<file path="src/rtl/charge_time_pkg.sv">
package charge_time_pkg;

  // register indices on the plain port (no offsets are printed)
  localparam logic [3:0] ADDR_CURRENT_CTRL = 4'h0;
  localparam logic [3:0] ADDR_EDGE_CFG = 4'h1;
  localparam logic [3:0] ADDR_MODULE_CTRL = 4'h2;
  localparam logic [3:0] ADDR_FLAG = 4'h3;
  localparam logic [3:0] ADDR_INT_ENABLE = 4'h4;

  // reset values
  localparam logic [7:0] RST_CURRENT_CTRL = 8'h00;
  localparam logic [7:0] RST_EDGE_CFG = 8'h00;
  localparam logic [7:0] RST_MODULE_CTRL = 8'h00;

  // current control fields
  localparam int RANGE_LSB = 0;
  localparam int TRIM_LSB = 2;

  // edge configuration fields
  localparam int STAT_ONE_BIT = 0;
  localparam int STAT_TWO_BIT = 1;
  localparam int SEL_ONE_LSB = 2;
  localparam int POL_ONE_BIT = 4;
  localparam int SEL_TWO_LSB = 5;
  localparam int POL_TWO_BIT = 7;

  // module control fields
  localparam int TDLY_BIT = 0;
  localparam int DISCH_BIT = 1;
  localparam int SEQ_BIT = 2;
  localparam int EDGE_INPUTS_ENABLE_BIT = 3;
  localparam int MODEN_BIT = 7;

  // flag and enable registers
  localparam int FLAG_BIT = 2;

  // edge source codes
  typedef enum logic [1:0] {
    SRC_PIN_ONE = 2'b00,
    SRC_PIN_TWO = 2'b01,
    SRC_TRIG_ONE = 2'b10,
    SRC_TRIG_TWO = 2'b11
  } edge_src_t;

  typedef struct packed {
    logic [3:0] addr;
    logic [7:0] wdata;
    logic wr;
    logic rd;
  } reg_req_t;

  typedef struct packed {
    logic [1:0] range;
    logic [5:0] trim;
    logic currentOn;
    logic discharge;
    logic timeDelayMode;
    logic toComparatorInput;
  } analog_ctl_t;

endpackage : charge_time_pkg

</file>
<file path="src/rtl/charge_time_edge_control.sv">
// How it works
// - two-bit range, code 00 lowest
// - six-bit trim in bits seven to two
// - each channel picks one of four sources
// - channels respond to level, not transitions
// - per-channel polarity bits seven and four
// - sequencing: edge two only after one
// - hardware sets status on edge response
// - matching configuration sets status immediately
// - current on when exactly one status set
// - software may set or clear status bits
// - flag set when current goes off
// - interrupt only when flag and enable
// - reset polarity is negative on both
// - reset leaves sequencing disabled
// - mode bit, measurement after reset
// - time delay routes current to comparator
// - discharge driven from control bit one
// - module enable gates current, discharge and comparator routing
// - edges accepted only with edge enable
`timescale 1ns/10ps
module charge_time_edge_control (
  // clock and reset
  input wire logic clk,
  input wire logic srst,
  // register port
  input wire charge_time_pkg::reg_req_t regReq,
  output logic [7:0] regRdata,
  // edge sources
  input wire logic edgePinOne,
  input wire logic edgePinTwo,
  input wire logic trigOne,
  input wire logic trigTwo,
  // analog control and interrupt
  output charge_time_pkg::analog_ctl_t analogCtl,
  output logic irqReq
);

  logic [7:0] curCtl_q;
  logic [7:0] edgeCfg_q;
  logic [7:0] modCtl_q;
  logic flag_q;
  logic intEn_q;
  logic currentOn_q;
  logic [7:0] rdata_q;
  logic [2:0] pinOneSync_q;
  logic [2:0] pinTwoSync_q;
  logic pinOne_q;
  logic pinTwo_q;

  // pins cross in from outside: three stages, stage two and three agree
  always_ff @(posedge clk) begin
    if (srst) begin
      pinOneSync_q <= 3'h0;
      pinTwoSync_q <= 3'h0;
      pinOne_q <= 1'b0;
      pinTwo_q <= 1'b0;
    end else begin
      pinOneSync_q <= {pinOneSync_q[1:0], edgePinOne};
      pinTwoSync_q <= {pinTwoSync_q[1:0], edgePinTwo};
      if (pinOneSync_q[1] == pinOneSync_q[2]) begin
        pinOne_q <= pinOneSync_q[2];
      end
      if (pinTwoSync_q[1] == pinTwoSync_q[2]) begin
        pinTwo_q <= pinTwoSync_q[2];
      end
    end
  end

  // decode
  wire wrCur = regReq.wr && regReq.addr == charge_time_pkg::ADDR_CURRENT_CTRL;
  wire wrEdge = regReq.wr && regReq.addr == charge_time_pkg::ADDR_EDGE_CFG;
  wire wrMod = regReq.wr && regReq.addr == charge_time_pkg::ADDR_MODULE_CTRL;
  wire wrFlag = regReq.wr && regReq.addr == charge_time_pkg::ADDR_FLAG;
  wire wrIntEn = regReq.wr && regReq.addr == charge_time_pkg::ADDR_INT_ENABLE;

  // effective configuration: a pending write takes effect same cycle
  wire [7:0] cfgNow = wrEdge ? regReq.wdata : edgeCfg_q;
  wire [1:0] selOne = cfgNow[charge_time_pkg::SEL_ONE_LSB +: 2];
  wire [1:0] selTwo = cfgNow[charge_time_pkg::SEL_TWO_LSB +: 2];
  wire polOne = cfgNow[charge_time_pkg::POL_ONE_BIT];
  wire polTwo = cfgNow[charge_time_pkg::POL_TWO_BIT];
  wire modEn = modCtl_q[charge_time_pkg::MODEN_BIT];
  // module enable as it will stand after this edge
  wire [7:0] modCtlNow = wrMod ? regReq.wdata : modCtl_q;
  wire modEnNext = modCtlNow[charge_time_pkg::MODEN_BIT];
  wire edgeEn = modCtl_q[charge_time_pkg::EDGE_INPUTS_ENABLE_BIT];
  wire seqEn = modCtl_q[charge_time_pkg::SEQ_BIT];
  wire statOne = edgeCfg_q[charge_time_pkg::STAT_ONE_BIT];
  wire statTwo = edgeCfg_q[charge_time_pkg::STAT_TWO_BIT];

  wire [3:0] srcVec = {trigTwo, trigOne, pinTwo_q, pinOne_q};
  wire rawOne = srcVec[selOne];
  wire rawTwo = srcVec[selTwo];

  // level after polarity; polarity 0 means active low
  wire lvlOne = polOne ? rawOne : ~rawOne;
  wire lvlTwo = polTwo ? rawTwo : ~rawTwo;

  // edges gated by module and edge enable
  wire hitOne = modEn && edgeEn && lvlOne;
  // edge two needs edge one first when sequencing
  wire hitTwo = modEn && edgeEn && lvlTwo && (!seqEn || statOne);

  // software write value of status bits
  wire swOne = wrEdge ? regReq.wdata[charge_time_pkg::STAT_ONE_BIT] : statOne;
  wire swTwo = wrEdge ? regReq.wdata[charge_time_pkg::STAT_TWO_BIT] : statTwo;
  wire nextOne = swOne | hitOne;
  wire nextTwo = swTwo | hitTwo;
  wire [7:0] edgeCfg_d = {cfgNow[7:2], nextTwo, nextOne};

  // exactly one status bit enables current
  // next enable, so a disable write cuts the current on the same edge
  wire currentOn_d = modEnNext && (nextOne ^ nextTwo);
  wire offEvent = currentOn_q && !currentOn_d;

  // reset values clear pol, seq, mode
  always_ff @(posedge clk) begin
    if (srst) begin
      curCtl_q <= charge_time_pkg::RST_CURRENT_CTRL;
      edgeCfg_q <= charge_time_pkg::RST_EDGE_CFG;
      modCtl_q <= charge_time_pkg::RST_MODULE_CTRL;
      currentOn_q <= 1'b0;
    end else begin
      if (wrCur) begin
        curCtl_q <= regReq.wdata;
      end
      if (wrMod) begin
        modCtl_q <= regReq.wdata;
      end
      edgeCfg_q <= edgeCfg_d;
      currentOn_q <= currentOn_d;
    end
  end

  // flag set wins over software clear
  always_ff @(posedge clk) begin
    if (srst) begin
      flag_q <= 1'b0;
      intEn_q <= 1'b0;
    end else begin
      flag_q <= offEvent | (wrFlag ? regReq.wdata[charge_time_pkg::FLAG_BIT]
                                   : flag_q);
      if (wrIntEn) begin
        intEn_q <= regReq.wdata[charge_time_pkg::FLAG_BIT];
      end
    end
  end

  assign irqReq = flag_q && intEn_q;

  // read mux, unmapped reads zero
  logic [7:0] rdMux;
  always_comb begin
    unique case (regReq.addr)
      charge_time_pkg::ADDR_CURRENT_CTRL: rdMux = curCtl_q;
      charge_time_pkg::ADDR_EDGE_CFG: rdMux = edgeCfg_q;
      charge_time_pkg::ADDR_MODULE_CTRL: rdMux = modCtl_q;
      charge_time_pkg::ADDR_FLAG: rdMux = {5'h00, flag_q, 2'h0};
      charge_time_pkg::ADDR_INT_ENABLE: rdMux = {5'h00, intEn_q, 2'h0};
      default: rdMux = 8'h00;
    endcase
  end

  always_ff @(posedge clk) begin
    if (srst) begin
      rdata_q <= 8'h00;
    end else begin
      rdata_q <= regReq.rd ? rdMux : 8'h00;
    end
  end
  assign regRdata = rdata_q;

  assign analogCtl.range = curCtl_q[charge_time_pkg::RANGE_LSB +: 2];
  assign analogCtl.trim = curCtl_q[charge_time_pkg::TRIM_LSB +: 6];
  assign analogCtl.currentOn = currentOn_q;
  assign analogCtl.discharge = modEn && modCtl_q[charge_time_pkg::DISCH_BIT];
  assign analogCtl.timeDelayMode = modCtl_q[charge_time_pkg::TDLY_BIT];
  assign analogCtl.toComparatorInput =
    modEn && modCtl_q[charge_time_pkg::TDLY_BIT];

  // checks
  AST_CUR_XOR: assert property (@(posedge clk) disable iff (srst)
    currentOn_q == (modEn && (statOne ^ statTwo)))
    else $error("current enable not exactly-one status");
  AST_FLAG_OFF: assert property (@(posedge clk) disable iff (srst)
    offEvent |=> flag_q)
    else $error("flag not set on current off");
  AST_IRQ: assert property (@(posedge clk) disable iff (srst)
    (offEvent && intEn_q && !wrIntEn) |=> irqReq)
    else $error("interrupt not raised on enabled flag");
  AST_IRQ_OFF: assert property (@(posedge clk) disable iff (srst)
    (!intEn_q && !wrIntEn) |=> !irqReq)
    else $error("interrupt raised while disabled");
  AST_SEQ: assert property (@(posedge clk) disable iff (srst)
    (seqEn && !statOne && !statTwo && !wrEdge && !hitOne) |=> !statTwo)
    else $error("edge two accepted before edge one");
  AST_NO_EDGE: assert property (@(posedge clk) disable iff (srst)
    (!edgeEn && !wrEdge && !wrMod && !statOne) |=> !statOne)
    else $error("status set with edges disabled");
  AST_HW_WINS: assert property (@(posedge clk) disable iff (srst)
    hitOne |=> statOne)
    else $error("hardware set lost");
  AST_SW_SET: assert property (@(posedge clk) disable iff (srst)
    (wrEdge && regReq.wdata[1:0] == 2'b01 && modEn && !wrMod
      && !hitTwo) |=> currentOn_q)
    else $error("software set did not start current");
  AST_RESET: assert property (@(posedge clk)
    ($past(srst) && !srst) |-> (!polOne && !polTwo) && !seqEn
      && !analogCtl.timeDelayMode)
    else $error("bad reset configuration");
  AST_SW_BOTH: assert property (@(posedge clk) disable iff (srst)
    (wrEdge && regReq.wdata[1:0] == 2'b11) |=> statOne && statTwo
      && !currentOn_q)
    else $error("both status bits did not stop current");
  AST_SW_CLEAR: assert property (@(posedge clk) disable iff (srst)
    (wrEdge && regReq.wdata[1:0] == 2'b00 && !hitOne && !hitTwo)
      |=> !statOne && !statTwo)
    else $error("status bits not cleared by write");
  AST_MATCH: assert property (@(posedge clk) disable iff (srst)
    (wrEdge && modEn && edgeEn && lvlTwo && !seqEn) |=> statTwo)
    else $error("matching configuration did not set status");
  AST_SRC_TRIG: assert property (@(posedge clk) disable iff (srst)
    (modEn && edgeEn && !wrEdge && selOne == 2'b10 && polOne && trigOne)
      |=> statOne)
    else $error("trigger source not selected");
  AST_FLAG_HOLD: assert property (@(posedge clk) disable iff (srst)
    (flag_q && !wrFlag) |=> flag_q)
    else $error("flag lost without a clear");
  AST_MOD_OFF: assert property (@(posedge clk) disable iff (srst)
    (wrMod && !regReq.wdata[7]) |=> !analogCtl.currentOn
      && !analogCtl.discharge && !analogCtl.toComparatorInput)
    else $error("module disable did not gate outputs");
  AST_DISCH: assert property (@(posedge clk) disable iff (srst)
    (wrMod && regReq.wdata[7] && regReq.wdata[1]) |=> analogCtl.discharge)
    else $error("discharge not driven");
  AST_TDLY: assert property (@(posedge clk) disable iff (srst)
    (wrMod && regReq.wdata[7] && regReq.wdata[0])
      |=> analogCtl.toComparatorInput && analogCtl.timeDelayMode)
    else $error("time delay routing missing");
  AST_TRIM: assert property (@(posedge clk) disable iff (srst)
    wrCur |=> {analogCtl.trim, analogCtl.range} == $past(regReq.wdata))
    else $error("current control not applied");
  AST_SYNC: assert property (@(posedge clk) disable iff (srst)
    (pinOne_q != $past(pinOne_q))
      |-> $past(pinOneSync_q[1]) == $past(pinOneSync_q[2]))
    else $error("pin accepted before stages agree");
  AST_RDATA_IDLE: assert property (@(posedge clk) disable iff (srst)
    !regReq.rd |=> regRdata == 8'h00)
    else $error("read data outside its cycle");
  COV_MEAS: cover property (@(posedge clk) disable iff (srst)
    currentOn_q ##[1:20] offEvent);
  COV_SEQ: cover property (@(posedge clk) disable iff (srst)
    seqEn && hitTwo);
  COV_IRQ: cover property (@(posedge clk) disable iff (srst) $rose(irqReq));
  COV_MATCH: cover property (@(posedge clk) disable iff (srst)
    wrEdge && hitOne);

endmodule : charge_time_edge_control

</file>
<file path="config.mk">
export PLATFORM = sky130hd
export DESIGN_NAME = charge_time_edge_control
export DESIGN_NICKNAME = d
export VERILOG_FILES = /design/src/rtl/charge_time_pkg.sv /design/src/rtl/charge_time_edge_control.sv
export SDC_FILE = /design/constraint.sdc
export NUM_CORES = 1
export LEC_CHECK = 0
export ABC_AREA = 1
export BUFFER_PORTS_ARGS = -buffer_cell sky130_fd_sc_hd__buf_2
export CORE_MARGIN = 2
export CORE_UTILIZATION = 56
export CTS_BUF_LIST = sky130_fd_sc_hd__clkbuf_4 sky130_fd_sc_hd__clkbuf_8
export DETAILED_ROUTE_END_ITERATION = 6
export PLACE_DENSITY_LB_ADDON = 0.15
export SLEW_MARGIN = 20
export SYNTH_ARGS = -nofsm -noshare
export SYNTH_HDL_FRONTEND = slang
export SYNTH_SLANG_ARGS = --single-unit
export TNS_END_PERCENT = 1
</file>
<file path="constraint.sdc">
create_clock -name clk -period 1.9 [get_ports clk]
set_input_delay 0.38 -clock clk [delete_from_list [all_inputs] [get_ports clk]]
set_output_delay 0.38 -clock clk [all_outputs]
set_load 0.01 [all_outputs]
</file>
### Yosys cells after proc, flatten, opt, wreduce, memory -nomap -nowiden

Index checks and enable logic that the tools add are counted.

* order comparisons: 2
* equality and inequality tests: 6
* muxes and demuxes: 12
* bitwise logic cells: 7
* reductions and logical operators: 19

Operators with widths (count)
* $pmux W8 S5: 1
* $mux W8: 2
* $logic_and A1 B1 Y1: 14
* $eq A4 B2 Y1 const B: 2
* $mux W1: 7
* $lt A2 B3 Y1 const B: 2
* $bmux W1 S2: 2
* $eq A4 B1 Y1 const B: 1
* $eq A4 B3 Y1 const B: 1
* $logic_not A4 Y1: 1
* $not A1 Y1: 3
* $or A1 B1 Y1: 3
* $eq A1 B1 Y1: 2
* $logic_not A1 Y1: 2
* $reduce_or A2 Y1: 1
* $logic_or A1 B1 Y1: 1
* $xor A1 B1 Y1: 1

* register bits: 43
* bits of input ports: 20
* output and inout bits: 21
* word-level logic and storage cells: 58

### Longest topological paths before layout

Gate-level depths: netlist of the first run.

* word-level depth: 15
* mapped depth: 16
* gate-level depth less buffers: 16

### Worst setup path after synthesis of the first run

OpenSTA, ideal clock, no wires.

* kind: in2reg
* from: input regReq[13] (netlist bit)
* to: register flag_q
* data arrival time: 1566 ps
* data required time: 1769 ps
* setup slack: 203 ps
* stages: 12
* path buffers: 0
* cells stage by stage: nor2_4 inv_1 nor3_4 inv_2 nor2_4 inv_2 nand2_1 o21ai_2 inv_1 nand3_2 nand2_2 a21oi_2

* longest elaborated chain between the ends: 15
* elaborated cells on any way between the ends: 29
* classes of those cells: 3 x eq/ne; 11 x mux; 6 x bitwise; 9 x reduce/logical

RTL lines
* start, declared: RTL line charge_time_edge_control.sv:27 `input wire charge_time_pkg::reg_req_t regReq,`
* $eq A4 B1 Y1: RTL line charge_time_edge_control.sv:72 `wire wrEdge = regReq.wr && regReq.addr == charge_time_pkg::ADDR_EDGE_CFG;`
* $logic_and A1 B1 Y1: RTL line charge_time_edge_control.sv:72
* $mux W8: RTL line charge_time_edge_control.sv:78 `wire [7:0] cfgNow = wrEdge ? regReq.wdata : edgeCfg_q;`
* $bmux W1 S2: RTL line charge_time_edge_control.sv:94 `wire rawTwo = srcVec[selTwo];`
* $mux W1 (implied by the code): RTL line charge_time_edge_control.sv:94
* $not A1 Y1: RTL line charge_time_edge_control.sv:98 `wire lvlTwo = polTwo ? rawTwo : ~rawTwo;`
* $mux W1: RTL line charge_time_edge_control.sv:98
* $logic_and A1 B1 Y1 (2 in series): RTL line charge_time_edge_control.sv:103 `wire hitTwo = modEn && edgeEn && lvlTwo && (!seqEn || statOne);`
* $or A1 B1 Y1: RTL line charge_time_edge_control.sv:109 `wire nextTwo = swTwo | hitTwo;`
* $xor A1 B1 Y1: RTL line charge_time_edge_control.sv:114 `wire currentOn_d = modEnNext && (nextOne ^ nextTwo);`
* $logic_and A1 B1 Y1: RTL line charge_time_edge_control.sv:114
* $logic_not A1 Y1: RTL line charge_time_edge_control.sv:115 `wire offEvent = currentOn_q && !currentOn_d;`
* $logic_and A1 B1 Y1: RTL line charge_time_edge_control.sv:115
* $or A1 B1 Y1 (*): RTL line charge_time_edge_control.sv:142 `flag_q <= offEvent | (wrFlag ? regReq.wdata[charge_time_pkg::FLAG_BIT]`
* end signal, assigned: RTL line charge_time_edge_control.sv:142
* end, declared: RTL line charge_time_edge_control.sv:42 `logic flag_q;`

Mark *: on every way between the ends. The rest lies on a longest branch, timed or not. The select of a mux whose other input is x is not followed.
A chain may end at the register's enable or synchronous reset.

### Worst setup path after layout of the first run

Ends and elaborated chain as after synthesis.

==> results of run 1 <==
worst paths after layout:
kind	startpoint	to	cells after the start
worst min-delay path	edgePinTwo	pinTwoSync_q[0]$_SDFF_PP0_	3
worst max-delay path	regReq[13]	flag_q$_SDFF_PP0_	13
worst min register to register	pinTwoSync_q[0]$_SDFF_PP0_	pinTwoSync_q[1]$_SDFF_PP0_	2
worst max register to register	edgeCfg_q[3]$_SDFF_PP0_	flag_q$_SDFF_PP0_	12
cell type report:
cell class | instances | area (um2) | share of cell area (%)
Clock buffer | 8 | 72.6 | 3.15
Inverter | 56 | 210 | 9.12
Multi-Input combinational cell | 161 | 837 | 36.3
Sequential cell | 43 | 861 | 37.3
Tap cell | 46 | 57.6 | 2.50
Timing Repair Buffer | 49 | 268 | 11.6
Yosys cell counts:
cell type / count
nand3b_1: 1
a21oi_2: 1
a21oi_1: 17
nor3_4: 1
o21ai_0: 22
o21ai_2: 2
a31oi_1: 1
nand2_2: 6
dfxtp_1: 43
o221ai_1: 5
nor2_1: 27
buf_6: 1
nand2_1: 46
clkbuf_1: 4
inv_1: 50
nand3_1: 12
o21ai_1: 1
o22ai_1: 3
nand3_2: 5
nor3_1: 1
buf_4: 2
nor2_4: 3
nand3_4: 1
nand4_1: 4
inv_2: 6
buf_2: 1
a211oi_1: 2
stage by stage:
step	cell area, um2	hold WS [ns]	utilization, %	worst slack, ns
after floorplan	1950	0.388	-	0.203
after global placement	2230	0.389	66.9	-0.0218
after detailed placement	2230	0.399	66.9	-0.0590
after CTS	2310	0.206	69.1	0.316
after global routing	2310	0.205	69.1	0.176
final	2310	0.211	69.1	0.334
where the power goes:
| part | internal [mW] | switching [mW] | total, mW |
|---|---|---|---|
| clock network | 0.232 | 0.279 | 0.511 |
| registers | 0.918 | 0.00800 | 0.926 |
| logic | 0.0534 | 0.0933 | 0.147 |
| total | 1.20 | 0.381 | 1.58 |
worst max-delay path, delay by kind of cell:
kind            cells  cell delay [ns]
compound gates      2             0.35
buf+inv             2             0.16
simple gates        9             0.93
cells by family after synthesis:
| group | share of synthesized area (%) |
|---|---|
| and+or+nand+nor | 27.0 |
| buffers and inverters | 13.1 |
| AOI/OAI and AO/OA | 15.9 |
| DFF | 44.0 |
layer usage:
metal | up-vias | part of all wire [%]
li1 | 943 | -
met1 | 770 | 47
met2 | 46 | 46
met3 | 8 | 5.6
met4 | 0 | 1.7
met5 | - | 0
state kept, by name, summed over array words and instances (netlist names), 3 cells and up:
signal	count
edgeCfg_q	8
pinOneSync_q	3
curCtl_q	8
modCtl_q	8
regRdata	8
pinTwoSync_q	3
==> flow_summary.json, run 1 <==
{
  "drt_wl_total_um": 4140,
  "grt_pass1_vias": 1637,
  "worst_pin_slew_ns": 0.300,
  "clk_path_buf_depth": 2,
  "required_ns": 2.16,
  "clk_latency_ns": 0.36,
  "wire_per_inst_um": 11.4,
  "final-setup-viol-count": 0,
  "htreeDepth": 2,
  "max_stage_delay_ns": 0.31,
  "grt_use_total_pct": 23.6,
  "power_mw": 1.58,
  "synth_area_leader_cell": "dfxtp_1",
  "holdBufCountCts": 0,
  "worst-setup-path-type": "input pin to register",
  "rows": 21,
  "drc": 0,
  "mostFrequentLayoutCells": "inv_1 (50), nand2_1 (46), dfxtp_1 (43)",
  "fin_tns_setup_ns": 0,
  "nNetsFinal": 336,
  "cts_tree": "built",
  "path_cells": "buf_2, nor2_4, nand3_4, o21ai_0, nand3_1, nand3_1, nand3_2, nand2_2, inv_2, nand2_2, nand3_2, nand2_2, a21oi_2",
  "fin_crit_ns": 1.57,
  "max_slew_margin_pct": 79.8,
  "die_width_um": 63.1,
  "finalCritPeriodShare_pct": 82.4,
  "finClkSkew_ns": 0.00614,
  "ir_worst_vdd_mv": 0.445,
  "place_hpwl_um": 3240,
  "syn_area_mm2": 0.00195,
  "portBuffers": 40,
  "initialDrtViolationCount": 131,
  "grt_pass1_wl_um": 7380,
  "seq_area_frac_synth_pct": 44.0,
  "clkTransAtPathRegs_ns": 0.12,
  "hold_path_class": "input pin to register",
  "hold_viol": 0,
  "cts_inserted_buffers": 5,
  "ctsResizeCount": 0,
  "powerDensity_mw_per_mm2": 687,
  "synth_top_area_share_pct": 44.0,
  "maxCapViolCount": 0,
  "drt-vias-per-instance": 4.87,
  "diodes": 0,
  "cts_sinks": 43,
  "ys_ff_latch": 43,
  "place_inst": 355,
  "finalMaxSlewViolations": 0,
  "cp-start-kind": "input pin",
  "die_h_um": 63.1,
  "grt_max_degree": 21,
  "rsz0062_at_grt": "false",
  "final_cells": 363,
  "core-area_mm2": 0.00334,
  "cts_setup_buffers": 0,
  "met1_usage_pct": 31.4,
  "timing.fmax_ghz": 0.639,
  "synth.distinct_cells": 27,
  "synth_cells": 268,
  "crit_path_top_delay_cell": "o21ai_0",
  "gp_congestion": 0.842,
  "syn_nets": 288,
  "root_buffer": "clkbuf_4",
  "drive_gt1_share_pct": 25.9,
  "rrSetupSlack_ns": 0.51,
  "avgSynthCellArea_um2": 7.29,
  "antenna_found_initial": 0,
  "grt_util_met3_pct": 4.46,
  "end_kind": "register",
  "grt_overflow": 0,
  "dr.pass1.iters": 7,
  "yosysWarnings": 0,
  "fillers": 292,
  "p_leak_nw": 1.13,
  "final_antenna_net_count": 0,
  "crit_top_cell": "nand2_2",
  "vias": 1767,
  "grtUsageMet2_pct": 37.5,
  "final_common_cell": "inv_1",
  "die_area_mm2": 0.00398,
  "status": "finished clean",
  "crit_fanout": 15,
  "grt-busiest-layer": "met2",
  "crit_arrival_ns": 1.82,
  "syn2layout_area_growth_pct": 18.0,
  "io_pins": 41,
  "synth_area_leaders": "dfxtp_1 (44%), inv_1 (9.6%), nand2_1 (8.8%)",
  "start_util_pct": 58.6
}
No activity file was read; power rests on OpenSTA's default activity.
==> run 2: changes to the inputs <==
--- a/config.mk
+++ b/config.mk
@@ -8,7 +8,7 @@
 export ABC_AREA = 1
 export BUFFER_PORTS_ARGS = -buffer_cell sky130_fd_sc_hd__buf_2
 export CORE_MARGIN = 2
-export CORE_UTILIZATION = 56
+export CORE_UTILIZATION = 51
 export CTS_BUF_LIST = sky130_fd_sc_hd__clkbuf_4 sky130_fd_sc_hd__clkbuf_8
 export DETAILED_ROUTE_END_ITERATION = 6
 export PLACE_DENSITY_LB_ADDON = 0.15
==> constraint.sdc (replaced) <==
create_clock -name clk -period 1.3 [get_ports clk]
set_input_delay 0.26 -clock clk [delete_from_list [all_inputs] [get_ports clk]]
set_output_delay 0.26 -clock clk [all_outputs]
set_load 0.01 [all_outputs]
==> flow_summary.json, run 2 (synthesis results as in run 1) <==
{
  "status": "complete, but fails checks",
  "violations": "negative setup slack",
  "final_util_pct": 70.4,
  "diodes": 0,
  "final_common_cell": "inv_1",
  "drt-vias-per-instance": 4.91,
  "rr_endpoint": "flag_q$_SDFF_PP0_",
  "nNetsFinal": 368,
  "combPwrFrac_pct": 10.9,
  "antenna_found_initial": 0,
  "htreeDepth": 2,
  "p_leak_nw": 1.29,
  "p_sw_uw": 575,
  "die_h_um": 65.9,
  "drive_gt1_share_pct": 33.3,
  "die_width_um": 65.9,
  "grt_max_degree": 21,
  "max_slew_margin_pct": 79.4,
  "cts_tree": "built",
  "min_to": "pinOneSync_q[0]$_SDFF_PP0_",
  "cp-start-kind": "input pin",
  "drt_wl_total_um": 4510,
  "p_int_mw": 1.87,
  "vias": 1946,
  "fin_crit_ns": 1.44,
  "clkTransAtPathRegs_ns": 0.07,
  "rows": 22,
  "required_ns": 1.53,
  "end_kind": "register",
  "timing.fmax_ghz": 0.692,
  "crit_arrival_ns": 1.68,
  "final_antenna_net_count": 0,
  "cts_sinks": 43,
  "r2r_start": "edgeCfg_q[5]$_SDFF_PP0_",
  "pwr-share-clk_pct": 33.9,
  "ir_worst_vdd_mv": 0.866,
  "finClkSkew_ns": 0.00496,
  "initialDrtViolationCount": 185,
  "clk_path_buf_depth": 2,
  "core-area_mm2": 0.00366,
  "root_buffer": "clkbuf_8",
  "place_hpwl_um": 3570,
  "grt_overflow": 0,
  "hold_depth": 3,
  "powerDensity_mw_per_mm2": 950,
  "crit_fanout": 8,
  "layout_setup_ws_ns": -0.145,
  "hold_path_class": "input pin to register",
  "io_pins": 41,
  "grt_use_total_pct": 22.5,
  "finalMaxSlewViolations": 0,
  "syn2layout_area_growth_pct": 31.9,
  "wire_per_inst_um": 11.4,
  "worst_pin_slew_ns": 0.307,
  "finalCritPeriodShare_pct": 111,
  "rsz0062_at_grt": "true",
  "cts_inserted_buffers": 5,
  "mostFrequentLayoutCells": "inv_1 (50), nand2_1 (46), dfxtp_1 (42)",
  "hold_viol": 0,
  "maxCapViolCount": 0,
  "final-setup-viol-count": 3,
  "die_area_mm2": 0.00434,
  "reg2regPathDepth": 13,
  "rrSetupSlack_ns": -0.02,
  "final_cells": 396,
  "hold_start": "edgePinOne",
  "grt_pass1_vias": 1647,
  "swShare_pct": 23.5,
  "start_util_pct": 53.4,
  "grt_pass1_wl_um": 7430,
  "gp_congestion": 0.833,
  "worst-setup-path-type": "input pin to register",
  "portBuffers": 40,
  "drc": 0,
  "holdBufCountCts": 0,
  "dr.pass1.iters": 5,
  "dpl-instance-area_mm2": 0.00245,
  "fin_area_mm2": 0.00258,
  "power_frac_seq_pct": 55.2,
  "clk_latency_ns": 0.29,
  "place_inst": 385
}
[run 2: what timing repair did]
item,in CTS,in global routing
buffers inserted,0,4
endpoints found under the setup margin,3,9
cloned,0,0
gates resized for setup,1,5
pin swaps,0,2
[run 2: layout make-up]
class,instances,area [um2]
fillers,319,1080
flip-flops and latches,43,862
multi-input cells,161,846
repair buffers,81,512
well taps,48,60.1
clock buffers,6,82.6
clock inverters,1,5.00
inverters,56,210
[run 2: how the worst max path moves through the flow]
stage               startpoint                 to  slack, ns  depth (start not counted)
finish              regReq[13]  flag_q$_SDFF_PP0_      -0.14                          9
global route        regReq[13]  flag_q$_SDFF_PP0_      -0.25                         16
CTS                 regReq[13]  flag_q$_SDFF_PP0_      -0.12                         15
detailed placement  regReq[13]  flag_q$_SDFF_PP0_      -0.46                         13
global placement    regReq[13]  flag_q$_SDFF_PP0_      -0.40                         13
floorplan           regReq[13]  flag_q$_SDFF_PP0_      -0.28                         12
[run 2: through the flow]
stage,hold WS [ns],setup WS [ns],total power [mW],TNS (ns)
final,0.166,-0.145,2.45,-0.246
after global routing,0.156,-0.251,2.55,-0.836
after CTS,0.162,-0.122,2.47,-0.199
after detailed placement,0.399,-0.456,1.64,-4.48
after global placement,0.401,-0.399,1.63,-3.63
after floorplan,0.367,-0.277,1.50,-0.899
[run 2: routing by layer]
layer / vias up / part of all wire [%] / global-route usage [%]
met5: - / 0 / 0
met4: 0 / 1.6 / 8.59
met3: 9 / 5.7 / 6.30
met2: 55 / 48 / 35.4
met1: 876 / 45 / 29.3
li1: 1006 / - / -
[run 2: power by group through the flow]
stage          Clock, mW  Sequential (mW)  Combinational, mW
6_report           0.830             1.35              0.266
5_1_grt            0.902             1.35              0.295
4_1_cts            0.855             1.35              0.259
3_5_place_dp           0             1.38              0.258
3_3_place_gp           0             1.38              0.253
2_1_floorplan          0             1.38              0.121
[run 2: critical path, cell delays in order]
cell     delay, ns
buf_2         0.12
nor2_4        0.13
buf_4         0.17
inv_1         0.09
nor3_1        0.26
nand2_1       0.13
o21ai_0       0.28
inv_1         0.11
a21oi_2       0.14
